**config.mk**
```make
export PLATFORM = sky130hd
export DESIGN_NAME = ethernet_power_reset_manager
export DESIGN_NICKNAME = d
export VERILOG_FILES = /design/src/logic/pwr_reset_pkg.sv /design/src/logic/pin_sync.sv /design/src/logic/ethernet_power_reset_manager.sv
export VERILOG_INCLUDE_DIRS = /design/src /design/src/logic
export SDC_FILE = /design/constraint.sdc
export NUM_CORES = 1
export LEC_CHECK = 0
export ABC_AREA = 1
export BUFFER_PORTS_ARGS = -buffer_cell sky130_fd_sc_hd__buf_2
export CORE_MARGIN = 1
export CORE_UTILIZATION = 46
export CTS_CLUSTER_SIZE = 14
export DETAILED_ROUTE_END_ITERATION = 10
export PLACE_DENSITY = 0.72
export SLEW_MARGIN = 5
export SYNTH_ARGS = -nofsm -noshare
export SYNTH_HDL_FRONTEND = slang
export SYNTH_SLANG_ARGS = --single-unit
```
**constraint.sdc**
```tcl
create_clock -name clk -period 6.3 [get_ports clk]
set_clock_uncertainty 0.15 [all_clocks]
set_input_delay 0.315 -clock clk [delete_from_list [all_inputs] [get_ports clk]]
set_output_delay 0.315 -clock clk [all_outputs]
set_load 0.02 [all_outputs]
```
**src/logic/pwr_reset_cfg.svh**
```systemverilog
`ifndef PWR_RESET_CFG_SVH
`define PWR_RESET_CFG_SVH

// Register offsets (byte addresses; E0 is in configuration space, the rest in the device's I/O window).
`define OFF_INTERRUPT_STATUS 8'h04
`define OFF_INTERRUPT_MASK   8'h08
`define OFF_GENERAL_CONTROL  8'h0C
`define OFF_POWER_MGMT_CTRL_STATUS_CFG        8'hE0

// General control fields.
`define GC_SOFT_RESET_BIT    0
`define GC_POWER_DOWN_BIT    3
`define GC_CLK_RESTORE_BIT   16
`define GC_RST_IGNORE_BIT    17
`define GC_WAKE_PKT_EN_BIT   18
`define GC_WAKE_INT_EN_BIT   19
`define GC_RST_EFFECT_LO     20
`define GC_RST_EFFECT_HI     21
`define GC_SPECIAL_MODE_BIT  22

// Interrupt status and mask fields.
`define IS_WAKE_BIT          14

// Power management control/status fields.
`define PM_STATE_LO          0
`define PM_STATE_HI          1
`define PM_WAKE_EN_BIT       8
`define PM_WAKE_STS_BIT      15

// Reset values.
`define GC_RESET_VAL         32'h0000_0008
`define IM_RESET_VAL         32'h0000_0000
`define PM_STATE_D0          2'h0
`define PM_STATE_D3          2'h3

// Resource window sizes in bytes.
`define IO_WINDOW_BYTES      32'h0000_0100
`define MEM_WINDOW_BYTES     32'h0000_1000
`define ROM_WINDOW_BYTES     32'h0001_0000

// Soft reset time in clock cycles.
`define SOFT_RESET_CLOCKS    15
`define SOFT_CNT_W           4

`endif

```
**src/logic/pwr_reset_pkg.sv**
```systemverilog
package pwr_reset_pkg;

  typedef enum logic [1:0] {
    rst_effect_assert,
    rst_effect_release,
    rst_effect_none,
    rst_effect_none2
  } rst_effect_t;

  typedef struct packed {
    logic        wr;
    logic        rd;
    logic        cfg;
    logic [7:0]  addr;
    logic [31:0] wdata;
  } reg_req_t;

  typedef struct packed {
    logic        sys_clk_en;
    logic        mac_clk_en;
    logic        soft_reset;
    logic        func_enable;
  } pwr_ctl_t;

endpackage

```
**src/logic/pin_sync.sv**
```systemverilog
`timescale 1ns/10ps
// Three-stage synchronizer; a change counts once stages two and three agree.
module pin_sync #(
  parameter logic INIT = 1'b0
) (
  // Clock and reset
  input  wire logic clk,
  input  wire logic rst,
  // Pin
  input  wire logic pin_in,
  output logic      level_out
);

  logic s1_reg;
  logic s2_reg;
  logic s3_reg;

  always_ff @(posedge clk or posedge rst) begin
    if (rst) begin
      s1_reg    <= INIT;
      s2_reg    <= INIT;
      s3_reg    <= INIT;
      level_out <= INIT;
    end else begin
      s1_reg <= pin_in;
      s2_reg <= s1_reg;
      s3_reg <= s2_reg;
      if (s2_reg == s3_reg) begin
        level_out <= s3_reg;
      end
    end
  end

endmodule

```
**src/logic/ethernet_power_reset_manager.sv**
```systemverilog
`timescale 1ns/10ps
`include "pwr_reset_cfg.svh"

// Function
// - Effect 00: bus reset assert forces D0
// - Effect 01: bus reset release forces D0
// - Effect 10/11: bus reset leaves state
// - Reset-ignore bit masks all bus reset
// - Clock-restore bit keeps system clock running
// - Wake interrupt needs enable and mask
// - Wake interrupt clears only via status
// - Power-on reset clears wake bits, D0
// - Special mode zero at power-up, retained
// - Low power-good means bus power lost
// - Power-good return moves D3cold to D0
// - Power-down gates system clock; MAC clock only in loopback
// - Powered down: only config and control
// - Hard reset pin enters power-down
// - Clearing power-down wakes; stays after reset
// - Power-down never gates bus clock
// - Soft reset spares configuration registers
// - Soft reset lasts fifteen clocks
// - Requests I/O, memory, ROM windows
// - Wake output follows status and enable
// - Bus reset spares wake bits
module ethernet_power_reset_manager
  import pwr_reset_pkg::*;
#(
  parameter int SOFT_CLOCKS = `SOFT_RESET_CLOCKS
) (
  // Clock and power-on reset
  input  wire logic        clk,
  input  wire logic        rst,
  // Board pins
  input  wire logic        hard_reset_in_n,
  input  wire logic        pci_reset_in_n,
  input  wire logic        bus_power_good_in,
  // Register access
  input  wire reg_req_t    req,
  output logic [31:0]      rdata,
  output logic             ack,
  // Wake sources and status
  input  wire logic        wake_event_in,
  input  wire logic        loopback_active,
  // Outputs
  output logic             wake_event_out_n,
  output logic             inta_n,
  output pwr_ctl_t         ctl,
  output logic [1:0]       power_state,
  output logic             d3_cold,
  output logic [31:0]      io_window_size,
  output logic [31:0]      mem_window_size,
  output logic [31:0]      rom_window_size
);

  // ----------------------------------------------------------------
  // Pin synchronization
  // ----------------------------------------------------------------
  logic pci_rst_n_s;
  logic pgood_s;
  logic hard_rst_n_s;
  logic pci_rst_n_d;
  logic pgood_d;
  logic hard_rst_n_d;

  pin_sync #(.INIT(1'b1)) u_sync_pcirst (
    .clk       (clk),
    .rst       (rst),
    .pin_in    (pci_reset_in_n),
    .level_out (pci_rst_n_s)
  );

  pin_sync #(.INIT(1'b0)) u_sync_pgood (
    .clk       (clk),
    .rst       (rst),
    .pin_in    (bus_power_good_in),
    .level_out (pgood_s)
  );

  pin_sync #(.INIT(1'b1)) u_sync_hardrst (
    .clk       (clk),
    .rst       (rst),
    .pin_in    (hard_reset_in_n),
    .level_out (hard_rst_n_s)
  );

  always_ff @(posedge clk or posedge rst) begin
    if (rst) begin
      pci_rst_n_d  <= 1'b1;
      pgood_d      <= 1'b0;
      hard_rst_n_d <= 1'b1;
    end else begin
      pci_rst_n_d  <= pci_rst_n_s;
      pgood_d      <= pgood_s;
      hard_rst_n_d <= hard_rst_n_s;
    end
  end

  // ----------------------------------------------------------------
  // Edge events
  // ----------------------------------------------------------------
  logic [31:0] gc_reg;
  logic [31:0] im_reg;
  logic        pm_wake_sts_reg;
  logic        pm_wake_en_reg;
  logic [1:0]  pm_state_reg;
  logic        special_reg;
  logic        cold_reg;
  logic        soft_busy_reg;
  logic [`SOFT_CNT_W-1:0] soft_cnt_reg;
  rst_effect_t effect;
  logic        rst_ignore;
  logic        bus_rst_fall;
  logic        bus_rst_rise;
  logic        pgood_lost;
  logic        pgood_back;
  logic        hard_rst_fall;
  logic        powered_down;

  assign effect        = rst_effect_t'(gc_reg[`GC_RST_EFFECT_HI:`GC_RST_EFFECT_LO]);
  assign rst_ignore    = gc_reg[`GC_RST_IGNORE_BIT];
  assign bus_rst_fall  = pci_rst_n_d & ~pci_rst_n_s & ~rst_ignore;
  assign bus_rst_rise  = ~pci_rst_n_d & pci_rst_n_s & ~rst_ignore;
  assign pgood_lost    = pgood_d & ~pgood_s;
  assign pgood_back    = ~pgood_d & pgood_s;
  assign hard_rst_fall = hard_rst_n_d & ~hard_rst_n_s;
  assign powered_down  = gc_reg[`GC_POWER_DOWN_BIT];

  // ----------------------------------------------------------------
  // Register access decode
  // ----------------------------------------------------------------
  logic wr_cfg;
  logic wr_gc;
  logic wr_im;
  logic io_ok;

  // While powered down only config and control respond; in soft reset only config responds.
  assign io_ok  = ~soft_busy_reg & (~powered_down | (req.addr == `OFF_GENERAL_CONTROL));
  assign wr_cfg = req.wr & req.cfg & (req.addr == `OFF_POWER_MGMT_CTRL_STATUS_CFG);
  assign wr_gc  = req.wr & ~req.cfg & ~soft_busy_reg & (req.addr == `OFF_GENERAL_CONTROL);
  assign wr_im  = req.wr & ~req.cfg & io_ok & (req.addr == `OFF_INTERRUPT_MASK);

  // ----------------------------------------------------------------
  // General control register
  // ----------------------------------------------------------------
  always_ff @(posedge clk or posedge rst) begin
    if (rst) begin
      gc_reg <= `GC_RESET_VAL;
    end else if (hard_rst_fall) begin
      gc_reg <= (gc_reg & (32'h1 << `GC_SPECIAL_MODE_BIT)) | `GC_RESET_VAL;
    end else if (wr_gc) begin
      gc_reg <= req.wdata;
      if (~req.wdata[`GC_POWER_DOWN_BIT] == 1'b0) begin
        gc_reg[`GC_SOFT_RESET_BIT] <= 1'b0;
      end
    end else begin
      gc_reg[`GC_SOFT_RESET_BIT] <= 1'b0;
    end
  end

  // ----------------------------------------------------------------
  // Soft reset timer
  // ----------------------------------------------------------------
  always_ff @(posedge clk or posedge rst) begin
    if (rst) begin
      soft_busy_reg <= 1'b0;
      soft_cnt_reg  <= '0;
    end else if (wr_gc & req.wdata[`GC_SOFT_RESET_BIT] & ~powered_down) begin
      soft_busy_reg <= 1'b1;
      soft_cnt_reg  <= `SOFT_CNT_W'(SOFT_CLOCKS - 1);
    end else if (soft_busy_reg) begin
      if (soft_cnt_reg == '0) begin
        soft_busy_reg <= 1'b0;
      end else begin
        soft_cnt_reg <= soft_cnt_reg - 1'b1;
      end
    end
  end

  // ----------------------------------------------------------------
  // Interrupt mask register
  // ----------------------------------------------------------------
  always_ff @(posedge clk or posedge rst) begin
    if (rst) begin
      im_reg <= `IM_RESET_VAL;
    end else if (hard_rst_fall) begin
      im_reg <= `IM_RESET_VAL;
    end else if (wr_im) begin
      im_reg <= req.wdata;
    end
  end

  // ----------------------------------------------------------------
  // Wake status and enable (no reset but power-on reset clears them)
  // ----------------------------------------------------------------
  always_ff @(posedge clk or posedge rst) begin
    if (rst) begin
      pm_wake_sts_reg <= 1'b0;
      pm_wake_en_reg  <= 1'b0;
    end else begin
      if (wr_cfg) begin
        pm_wake_en_reg <= req.wdata[`PM_WAKE_EN_BIT];
      end
      // A new event wins over a write-one-to-clear in the same cycle.
      if (wake_event_in & (pm_state_reg != `PM_STATE_D0)) begin
        pm_wake_sts_reg <= 1'b1;
      end else if (wr_cfg & req.wdata[`PM_WAKE_STS_BIT]) begin
        pm_wake_sts_reg <= 1'b0;
      end
    end
  end

  // ----------------------------------------------------------------
  // Power state
  // ----------------------------------------------------------------
  always_ff @(posedge clk or posedge rst) begin
    if (rst) begin
      pm_state_reg <= `PM_STATE_D0;
      cold_reg     <= 1'b0;
    end else if (special_reg & pgood_lost) begin
      pm_state_reg <= `PM_STATE_D3;
      cold_reg     <= 1'b1;
    end else if (special_reg & pgood_back & cold_reg) begin
      pm_state_reg <= `PM_STATE_D0;
      cold_reg     <= 1'b0;
    end else if (bus_rst_fall & (effect == rst_effect_assert)) begin
      pm_state_reg <= `PM_STATE_D0;
    end else if (bus_rst_rise & (effect == rst_effect_release)) begin
      pm_state_reg <= `PM_STATE_D0;
    end else if (wr_cfg) begin
      pm_state_reg <= req.wdata[`PM_STATE_HI:`PM_STATE_LO];
    end
    // Effects 10 and 11 fall through with no change.
  end

  always_ff @(posedge clk or posedge rst) begin
    if (rst) begin
      special_reg <= 1'b0;
    end else if (wr_gc) begin
      special_reg <= req.wdata[`GC_SPECIAL_MODE_BIT];
    end
  end

  // ----------------------------------------------------------------
  // Outputs
  // ----------------------------------------------------------------
  logic low_power;
  logic [31:0] is_val;
  logic [31:0] gc_val;

  assign low_power = (pm_state_reg != `PM_STATE_D0);
  assign is_val    = 32'(pm_wake_sts_reg) << `IS_WAKE_BIT;
  assign gc_val    = {gc_reg[31:23], special_reg, gc_reg[21:0]};

  always_ff @(posedge clk or posedge rst) begin
    if (rst) begin
      rdata <= '0;
      ack   <= 1'b0;
    end else begin
      ack   <= req.rd | req.wr;
      rdata <= '0;
      if (req.rd & req.cfg & (req.addr == `OFF_POWER_MGMT_CTRL_STATUS_CFG)) begin
        rdata <= (32'(pm_wake_sts_reg) << `PM_WAKE_STS_BIT) | (32'(pm_wake_en_reg) << `PM_WAKE_EN_BIT)
                 | 32'(pm_state_reg);
      end else if (req.rd & ~req.cfg & io_ok) begin
        case (req.addr)
          `OFF_INTERRUPT_STATUS: rdata <= is_val;
          `OFF_INTERRUPT_MASK:   rdata <= im_reg;
          `OFF_GENERAL_CONTROL:  rdata <= gc_val;
          default:               rdata <= '0;
        endcase
      end
    end
  end

  always_ff @(posedge clk or posedge rst) begin
    if (rst) begin
      wake_event_out_n <= 1'b1;
      inta_n           <= 1'b1;
      ctl              <= '0;
    end else begin
      wake_event_out_n <= ~(pm_wake_sts_reg & pm_wake_en_reg);
      inta_n           <= ~(low_power & pm_wake_sts_reg & gc_reg[`GC_WAKE_INT_EN_BIT]
                            & im_reg[`IS_WAKE_BIT]);
      ctl.sys_clk_en   <= ~(powered_down | low_power) | gc_reg[`GC_CLK_RESTORE_BIT];
      ctl.mac_clk_en   <= ~(powered_down & loopback_active);
      ctl.soft_reset   <= soft_busy_reg;
      ctl.func_enable  <= ~powered_down & ~soft_busy_reg;
    end
  end

  assign power_state     = pm_state_reg;
  assign d3_cold         = cold_reg;
  assign io_window_size  = `IO_WINDOW_BYTES;
  assign mem_window_size = `MEM_WINDOW_BYTES;
  assign rom_window_size = `ROM_WINDOW_BYTES;

endmodule

```
Word level (Yosys, flattened, before mapping)
Index checks and enable logic that the tools add are counted.

Flip-flop bits (word level): 129. Input bits: 50. Output and inout port bits: 138. Logic and storage cells: 133.

Add/subtract/negate cells: 1. Equal/unequal tests: 9. Multiplexer cells: 24. Bitwise gates (word level): 54. Reduce and logical (&&, ||, !) cells: 11.

Operators by type and width (number): $mux W32 (5); $pmux W32 S3 (1); $and A1 B1 Y1 (34); $mux W31 (1); $eq A8 B4 Y1 const B (2); $or A16 B2 Y16 (1); $or A16 B9 Y16 (1); $not A1 Y1 (14); $mux W4 (3); $reduce_bool A2 Y1 (6); $mux W2 (5); $mux W1 (9); $eq A8 B3 Y1 const B (1); $eq A8 B8 Y1 const B (1); $reduce_bool A5 Y1 (1); $logic_not A4 Y1 (1); $or A1 B1 Y1 (4); $reduce_and A2 Y1 (2); $sub A4 B1 Y4 const B (1); $eq A1 B1 Y1 (3); $eq A2 B1 Y1 const B (1); $logic_not A2 Y1 (1); $ne A2 B2 Y1 const B (1).

Depth between registers and ports, before layout
Gate-level depths: netlist of run 1.

Depth after elaboration: 8. Gate-level depth with buffers: 11. Mapped depth without buffers: 10.

Cells and area by module
A second synthesis of run 1 with hierarchy kept.

Cells, all modules: 711. Area, all modules: 6279.8 µm².

Modules (own cells, without submodules): ethernet_power_reset_manager (times used 1, cells each 684, area an instance 5909.4 µm², seq. area each 2909.0 µm²); pin_sync (u_sync_hardrst ...) (times used 2, cells each 9, area an instance 125.1 µm², seq. area each 105.1 µm²); pin_sync (u_sync_pgood) (times used 1, cells each 9, area an instance 120.1 µm², seq. area each 100.1 µm²).

Least setup slack after synthesis of run 1
No wires, ideal clock.

Path type: register to register. Start point: reg hard_rst_n_d. End point: reg gc_reg[13]. Setup time: 0.118 ns. Data arrival time: 1.341 ns. Data required time: 6.032 ns. Setup slack: 4.691 ns. Stages on the path, launching flop included: 8. Path buffers: 2. Period minus slack after synthesis: 1.609 ns. Cells stage by stage: dfstp_2 inv_1 nor2_2 inv_2 buf_2 buf_1 nand3_1 nand2_1.

Longest elaborated chain between the ends: 2. Elaborated cells between the ends (all ways): 3. Classes of those cells: 1 x mux; 1 x bitwise; 1 x reduce/logical.

RTL lines: start, declared (RTL line ethernet_power_reset_manager.sv:64) `logic hard_rst_n_d;`; start signal, assigned (RTL line ethernet_power_reset_manager.sv:95) `hard_rst_n_d <= hard_rst_n_s;`; $and A1 B1 Y1 (*) (RTL line ethernet_power_reset_manager.sv:126) `assign hard_rst_fall = hard_rst_n_d & ~hard_rst_n_s;`; $mux W32 / $reduce_bool A2 Y1 (equally long branches); end signal, assigned (RTL line ethernet_power_reset_manager.sv:148) `` gc_reg <= `GC_RESET_VAL; ``; end signal, assigned (RTL line ethernet_power_reset_manager.sv:150) `` gc_reg <= (gc_reg & (32'h1 << `GC_SPECIAL_MODE_BIT)) | `GC_RESET_VAL; ``; end signal, assigned (RTL line ethernet_power_reset_manager.sv:152) `gc_reg <= req.wdata;`; end, declared (RTL line ethernet_power_reset_manager.sv:102) `logic [31:0] gc_reg;`.

Every way passes the cells marked *; elsewhere a longest branch is shown, timed or not. A chain may end at the register's enable or synchronous reset.

Worst setup path in the final report of run 1
Start point: in req[36] in the netlist's numbering. End point: reg soft_cnt_reg[2].

Longest elaborated chain between the ends: 6. Elaborated cells between the ends (all ways): 8. Classes of those cells: 2 x eq/ne; 1 x mux; 3 x bitwise; 2 x reduce/logical.

RTL lines: start, declared (RTL line ethernet_power_reset_manager.sv:39) `input wire reg_req_t req,`; $eq A8 B4 Y1 (*); $and A1 B1 Y1 (*) (RTL line ethernet_power_reset_manager.sv:140) `` assign wr_gc = req.wr & ~req.cfg & ~soft_busy_reg & (req.addr == `OFF_GENERAL_CONTROL); ``; $and A1 B1 Y1 (*) (2 in a row) (RTL line ethernet_power_reset_manager.sv:168) `` end else if (wr_gc & req.wdata[`GC_SOFT_RESET_BIT] & ~powered_down) begin ``; $ne A2 B2 Y1 (no line) / $reduce_bool A2 Y1 (equally long branches); $reduce_and A2 Y1 (no line); end signal, assigned (RTL line ethernet_power_reset_manager.sv:170) `` soft_cnt_reg <= `SOFT_CNT_W'(SOFT_CLOCKS - 1); ``; end signal, assigned (RTL line ethernet_power_reset_manager.sv:175) `soft_cnt_reg <= soft_cnt_reg - 1'b1;`; end, declared (RTL line ethernet_power_reset_manager.sv:110) `` logic [`SOFT_CNT_W-1:0] soft_cnt_reg; ``.

Marked as above.

==> results by group, run 1 <==
Flow run
  – Number of maximum-capacitance constraint violations: 0

Synth
  – Cell area after synthesis: 0.00632 mm²
  – Flip-flop and latch count after synthesis: 128
  – Count of yosys warnings during synthesis: 0
  – Fraction of synthesized cell area taken by the top area cell type: between 40% and 50%
  – Proportion of synthesized chip area in sequential cells: about half
  – Unique masters post-synth: 30
  – Avg Cell Area, Syn: between 8 and 9 µm²
  – Largest cells by area after synthesis: dfrtp_1 (46%), buf_4 (12%), nand2_1 (9.3%), nand3_1 (8.8%), dfstp_2 (5.4%)
  – Number of cells produced by synthesis: just over 700
  – Cell type with the highest aggregate area in the netlist: dfrtp_1

Setup path
  – Endpoint class of the critical path: flip-flop
  – Data arrival at the endpoint of the critical path: 3.50 ns
  – Series of cell instances along the critical path: buf_2 > inv_2 > nand2_2 > nor2_4 > nand2_2 > inv_2 > nand2_2 > inv_1 > nand2_1 > nand3_1
  – Critical Path Start Type: input port
  – Origin of the critical flop-to-flop path: soft_busy_reg
  – Highest net fanout along the worst path: 39
  – Worst-case reg-to-reg path depth: 6
  – Start point of the critical path: req[36]
  – Largest delay share family, worst path: simple AND/OR/NAND/NOR gates
  – CP bufs+invs: 4
  – Required @ worst endpoint: between 6 and 7 ns
  – Worst setup slack for register-to-register paths: 3.72 ns
  – Instance count on the critical path: 10
  – Destination of the worst register-to-register timing path: im_reg[13]
  – Master of the slowest instance on the critical path: nor2_4
  – Capturing element of the worst setup path: soft_cnt_reg[2]
  – CP Class: input port to flip-flop
  – Critical path's most frequent cell: nand2_2
  – Worst stage delay on the critical path: between 0.6 and 0.7 ns

Route
  – Via density per instance: roughly 4.8
  – Iteration-0 DRC Markers: slightly above 400
  – Amount of wire on met2 after detailed routing: 6360 µm
  – Total routed wire length on the met1 layer: roughly 6000 µm
  – Final wirelength: around 13,000 µm
  – Met3 routed wirelength: 832 µm
  – Vias post-DR: between 4,000 and 5,000
  – Pre-antenna DRT Iters: 6
  – Top sig layer: met4
  – Post-detailed-route DRC marker count: 0
  – Routed Antenna Nets: 0
  – WL per Instance: 13.3 µm

Die
  – Area of the core region: roughly 0.013 mm²
  – Chip width: approximately 120 µm
  – Number of cell rows: 42
  – I/O Pins: approximately 190
  – Die outline height: 119 µm
  – Initial Util: roughly 47%
  – Die outline area: 0.0142 mm²

Cells and area
  – Number of antenna diodes: 0
  – Post-route cell area: a little over 0.007 mm²
  – Post-synthesis to final-layout area growth: 13.9%
  – Core utilization of the finished layout: 53.9%
  – Layout net count: approximately 860
  – Share of cells above drive strength 1: 21.3%

Clock network
  – Bufs on Longest Clock Path: 2
  – Clock latency on the worst-skew pair: 0.42 ns
  – CTS tree: built
  – Register clock-pin slew on the reported worst setup and hold paths: roughly 0.050 ns
  – Sinks on the clock net: between 100 and 150
  – H-tree depth: 4
  – CTS Root Buffer Type: clkbuf_16
  – Number of buffers created by CTS: 17

Placed design
  – Routability-driven placement congestion ratio: 0.817
  – Total half-perimeter wirelength after legalization and detailed placement: 8560 µm
  – Count of buffers from port buffering: 91
  – Placed cell areas: 0.00645 mm²

Power
  – Leakage power total: roughly 3.8 nW
  – Total design power: roughly 2.1 mW
  – Max IR drop VDD: 0.196 mV
  – Power per cell area: approximately 300 mW/mm²

Timing
  – Fin Setup TNS: 0 ns
  – Post-layout minimum cycle time: ~3.3 ns
  – Normalized max-slew margin: about two fifths
  – Period utilization: between 50% and 60%
  – Final count of negative-setup-slack endpoints: 0
  – Worst hold slack across all endpoints: 0.0129 ns
  – Slew at the pin with the worst max-slew slack: 0.895 ns
  – Setup repair after global routing missed its margin: no
  – Hold Fails Final Rpt: 0
  – Pins over their slew limit: 0
  – Max frequency: 303 MHz

Worst hold path
  – Classification of the worst-slack hold path: input port to flip-flop

Global routing
  – Number of antenna violations at the first check in global routing: 0
  – Wire length of the first global-routing pass: about 22,000 µm
  – GR Overflow Total: 0
  – Tot GR Track Use: between 15 and 20%
  – Via count of the first global-routing pass: about 4,400
  – Pin count of the biggest net entering global routing: 74

Status
  – Result of the run: finished clean
cells in the mapped netlist, drive strengths merged:
library cell / instances
a21oi: 28
buf: 125
clkbuf: 8
conb: 2
dfrtp: 115
dfstp: 13
ha: 1
inv: 51
maj3: 3
nand2: 164
nand3: 112
nand3b: 2
nand4: 19
nor2: 44
nor3: 1
nor4: 1
o21ai: 28
or2: 2
xor2: 2
metrics by stage:
stage / setup WS (ns) / instances
floorplan: 2.44 / 815
global placement: 2.71 / 953
detailed placement: 2.62 / 953
CTS: 3.02 / 1001
global route: 2.73 / 1001
finish: 3.00 / 1001
worst min path at each step:
stage,start,endpoint,slack [ns],depth (start not counted)
after floorplan,hard_reset_in_n,u_sync_hardrst.s1_reg,0.17,0
after global placement,u_sync_pgood.s1_reg,u_sync_pgood.s2_reg,0.19,0
after detailed placement,u_sync_pgood.s1_reg,u_sync_pgood.s2_reg,0.19,0
after CTS,req[26],gc_reg[26],0.005,3
after global routing,req[0],gc_reg[0],0.006,3
final,req[30],gc_reg[30],0.01,3
power by group:
part	switching [mW]	internal, mW
Sequential	0.0299	0.866
Clock	0.335	0.612
Combinational	0.207	0.0675
Total	0.571	1.55
area by class of cell:
type	instances	area (µm²)
sequential	128	3220
tap	176	220
clock inverter	4	47.5
clock buffer	27	533
multi-input combinational	503	2330
timing repair buffer	112	656
fill	1298	6150
inverter	51	194
placed cells by master (no fill, tap or decap), types with 2 or more instances in the layout:
master / instances
nand2_2: 6
dlygate4sd3_1: 17
nand4_1: 19
inv_2: 3
o21ai_1: 10
clkinv_2: 2
buf_4: 4
buf_2: 91
nand3_1: 111
clkbuf_1: 3
or2_2: 2
nor2_4: 3
nand2_1: 157
o21ai_0: 18
nand3b_1: 2
xor2_1: 2
a21oi_2: 19
dfstp_2: 13
nor2_1: 37
maj3_1: 3
dfrtp_1: 115
conb_1: 96
nor2_2: 4
clkbuf_8: 7
clkbuf_16: 17
a21oi_1: 9
inv_1: 47
worst reg2reg max path: cells and delay by family (launching register included):
family | cells | cell delay (ns)
AND/OR/NAND/NOR | 5 | 1.77
flip-flops | 1 | 0.44
buffers and inverters | 1 | 0.11
repair_timing:
| action | in CTS | in global routing |
|---|---|---|
| hold buffers | 17 | 0 |
| setup buffers | 0 | 0 |
| gates resized for setup | 0 | 0 |
| endpoints found under the hold margin | 70 | 0 |
kinds of logic after synthesis:
kind of cell	share of synthesized area, %
compound gates	5.56
buf+inv	17.8
flops	50.9
xor+xnor	0.277
fa+ha+maj	0.673
other cells	0.119
simple gates	24.7
metal layers:
layer  GRT usage (%)  vias to the layer above
met1            26.3                     2262
li1                -                     2298
met5               0                        -
met2            30.9                      180
met3            5.56                       22
met4            7.83                        0
No activity file was read; power rests on OpenSTA's default activity.
==> inputs of run 2 (changes only) <==
- ABC_AREA: 1 -> 0
- PLACE_DENSITY: 0.72 -> 0.73
- clock period: 6.3 -> 3.1 ns (I/O delays scaled with it)
==> results by group, run 2 <==
Status
  – Result of the run: finished clean

Die
  – Initial Util: 47.9% (+0.57 points)
  – Chip width: 115 µm (-3.7%)
  – I/O Pins: 188 (unchanged)
  – Number of cell rows: 40 (-4.8%)
  – Die outline height: 115 µm (-3.7%)
  – Area of the core region: 0.0122 mm² (-8.5%)
  – Die outline area: 0.0132 mm² (-7.3%)

Route
  – Iteration-0 DRC Markers: 390 (-4.4%)
  – Pre-antenna DRT Iters: 5 (-1)
  – Post-detailed-route DRC marker count: 0 (unchanged)
  – WL per Instance: 14.7 µm (+10%)
  – Via density per instance: 4.89 (+2.7%)
  – Vias post-DR: 4,418 (-7.2%)
  – Final wirelength: 13,300 µm (-0.68%)
  – Routed Antenna Nets: 0 (unchanged)

Synth
  – Cell type with the highest aggregate area in the netlist: dfrtp_1
  – Number of cells produced by synthesis: 589 (-18%)
  – Fraction of synthesized cell area taken by the top area cell type: 49.2% (+3.6 points)
  – Top post-synthesis cells by count: nand2_1 (138), dfrtp_1 (115), buf_4 (99)
  – Number of enable flip-flop cells after synthesis: 0 (unchanged)
  – Count of yosys warnings during synthesis: 0 (unchanged)
  – Avg Cell Area, Syn: 9.94 µm² (+13%)
  – Flip-flop and latch count after synthesis: 128 (unchanged)
  – Dominant register cell in the synthesized netlist: dfrtp_1
  – Top-count cell post-synth: nand2_1
  – Fraction of registers with async set/reset: 100% (unchanged)
  – Proportion of synthesized chip area in sequential cells: 55.0% (+4.1 points)
  – Largest cells by area after synthesis: dfrtp_1 (49%), buf_4 (13%), nand2_1 (8.8%), dfstp_2 (5.8%), a21oi_1 (5.6%)
  – Unique masters post-synth: 52 (+73%)
  – Cell area after synthesis: 0.00585 mm² (-7.4%)

Cells and area
  – Share of cells above drive strength 1: 21.1% (-0.27 points)
  – Core utilization of the finished layout: 58.4% (+4.5 points)
  – Post-synthesis to final-layout area growth: 21.9%
  – Layout net count: 774 (-10%)
  – Most frequent standard cell in the layout excluding fill and tap cells: nand2_1
  – Top library cells by usage in the layout, fill and taps aside: nand2_1 (138), dfrtp_1 (115), conb_1 (96), buf_2 (91), a21oi_1 (65)
  – Number of antenna diodes: 0 (unchanged)

Setup path
  – Critical Path Start Type: input port
  – CP bufs+invs: 3 (-1)
  – Largest delay share family, worst path: simple AND/OR/NAND/NOR gates
  – Critical path's most frequent cell: dlygate4sd3_1
  – CP Class: input port to flip-flop
  – Master of the slowest instance on the critical path: dlygate4sd3_1
  – Endpoint class of the critical path: flip-flop
  – Highest net fanout along the worst path: 28 (-28%)
  – Series of cell instances along the critical path: dlygate4sd3_1 > buf_2 > or3_2 > nor2_2 > nand3_2 > nor4_1 > dlygate4sd3_1
  – Required @ worst endpoint: 3.29 ns (-3.21 ns)
  – Worst stage delay on the critical path: 0.61 ns (-0.08 ns)
  – Data arrival at the endpoint of the critical path: 3.14 ns (-0.36 ns)

Timing
  – Period utilization: 95.0%
  – Post-layout minimum cycle time: 2.95 ns
  – Slew at the pin with the worst max-slew slack: 1.10 ns (+0.203 ns)
  – Pins over their slew limit: 0 (unchanged)
  – Hold Fails Final Rpt: 0 (unchanged)
  – Final count of negative-setup-slack endpoints: 0 (unchanged)
  – Normalized max-slew margin: 26.1% (-14 points)
  – Max frequency: 339 MHz
  – Setup repair after global routing missed its margin: no
  – Fin Setup TNS: 0 ns (unchanged)

Placed design
  – Count of buffers from port buffering: 91 (unchanged)
  – Total half-perimeter wirelength after legalization and detailed placement: 7810 µm (-8.8%)
  – Routability-driven placement congestion ratio: 0.781 (-4.4%)

Clock network
  – Clock latency on the worst-skew pair: 0.41 ns (about the same)
  – Post-CTS Setup Repair Bufs: 0 (unchanged)
  – CTS Root Buffer Type: clkbuf_16
  – Cells resized by post-CTS repair: 0 (unchanged)
  – Register clock-pin slew on the reported worst setup and hold paths: 0.05 ns (about the same)
  – Sinks on the clock net: 128 (unchanged)
  – Bufs on Longest Clock Path: 2 (unchanged)
  – # hold bufs at CTS: 48 (+31)
  – Number of buffers created by CTS: 17 (unchanged)
  – CTS tree: built
  – H-tree depth: 4 (unchanged)

Power
  – Max IR drop VDD: 0.343 mV (+75%)
  – Power per cell area: 568 mW/mm² (+93%)
  – Leakage power total: 3.42 nW (-10%)

Global routing
  – Number of antenna violations at the first check in global routing: 0 (unchanged)
  – Via count of the first global-routing pass: 4,336 (-1.7%)
  – Wire length of the first global-routing pass: 21,100 µm (-3.1%)
  – Tot GR Track Use: 21.2% (+1.3 points)
  – Pin count of the biggest net entering global routing: 129 (+74%)
  – GR Overflow Total: 0 (unchanged)

Flow run
  – Number of maximum-capacitance constraint violations: 0 (unchanged)

Worst hold path
  – Classification of the worst-slack hold path: input port to flip-flop
[run 2: cell families after synthesis]
group | after synthesis | share of synthesized area, %
xor gates and xnor gates | 2 | 0.299
and+or+nand+nor | 206 | 15.3
other | 2 | 0.128
DFF | 128 | 55.0
adders and majority gates | 5 | 0.898
buffers and inverters | 132 | 16.0
AOI/OAI and AO/OA | 106 | 10.9
muxes | 8 | 1.41
[run 2: per-stage QoR]
| stage | hold slack (ns) | instances | total power [mW] | setup WS [ns] | area (µm²) |
|---|---|---|---|---|---|
| after floorplan | 0.00948 | 683 | 2.01 | 1.22 | 6210 |
| after global placement | 0.113 | 824 | 1.98 | 1.04 | 6040 |
| after detailed placement | 0.114 | 824 | 1.99 | 0.997 | 6040 |
| after CTS | 0.0515 | 904 | 4.08 | 0.348 | 7140 |
| after global routing | 0.0983 | 904 | 4.19 | 0.101 | 7140 |
| final | 0.0721 | 904 | 4.05 | 0.154 | 7140 |
[run 2: area by class of cell]
class / instances / area [µm²]
clock buffers: 20 / 447
clock inverters: 12 / 165
flip-flops and latches: 128 / 3220
well taps: 168 / 210
inverters: 5 / 22.5
repair buffers: 148 / 1020
multi-input cells: 423 / 2060
fillers: 1038 / 5070
[run 2: final timing paths]
path	startpoint	endpoint	slack (ns)	cells past startpoint
max in group asynchronous	rst	im_reg[25]	1.98	4
min in group asynchronous	rst	im_reg[5]	0.33	4
max reg2reg	soft_busy_reg	rdata[14]	0.28	4
min reg2reg	u_sync_pgood.s1_reg	u_sync_pgood.s2_reg	0.20	0
min	req[40]	soft_cnt_reg[3]	0.07	4
max	req[33]	rdata[14]	0.15	7
[run 2: routing by layer]
metal	track usage [%]	up-vias	share of wire, %
met5	0	-	0
met3	6.17	27	7.9
met1	25.2	2123	39
met2	36.2	244	51
li1	-	2024	-
met4	8.92	0	2.0
[run 2: report_power, final]
part           internal [mW]  switching (mW)
combinational         0.0854           0.213
sequential              1.70          0.0124
clock                   1.36           0.689
total                   3.14           0.915
[run 2: worst reg2reg max path, stage by stage (launching register included)]
cell and delay [ns]:
dfrtp_1 0.47, nor3b_1 0.44, nand3_2 0.63, nor4_1 0.47, dlygate4sd3_1 0.61
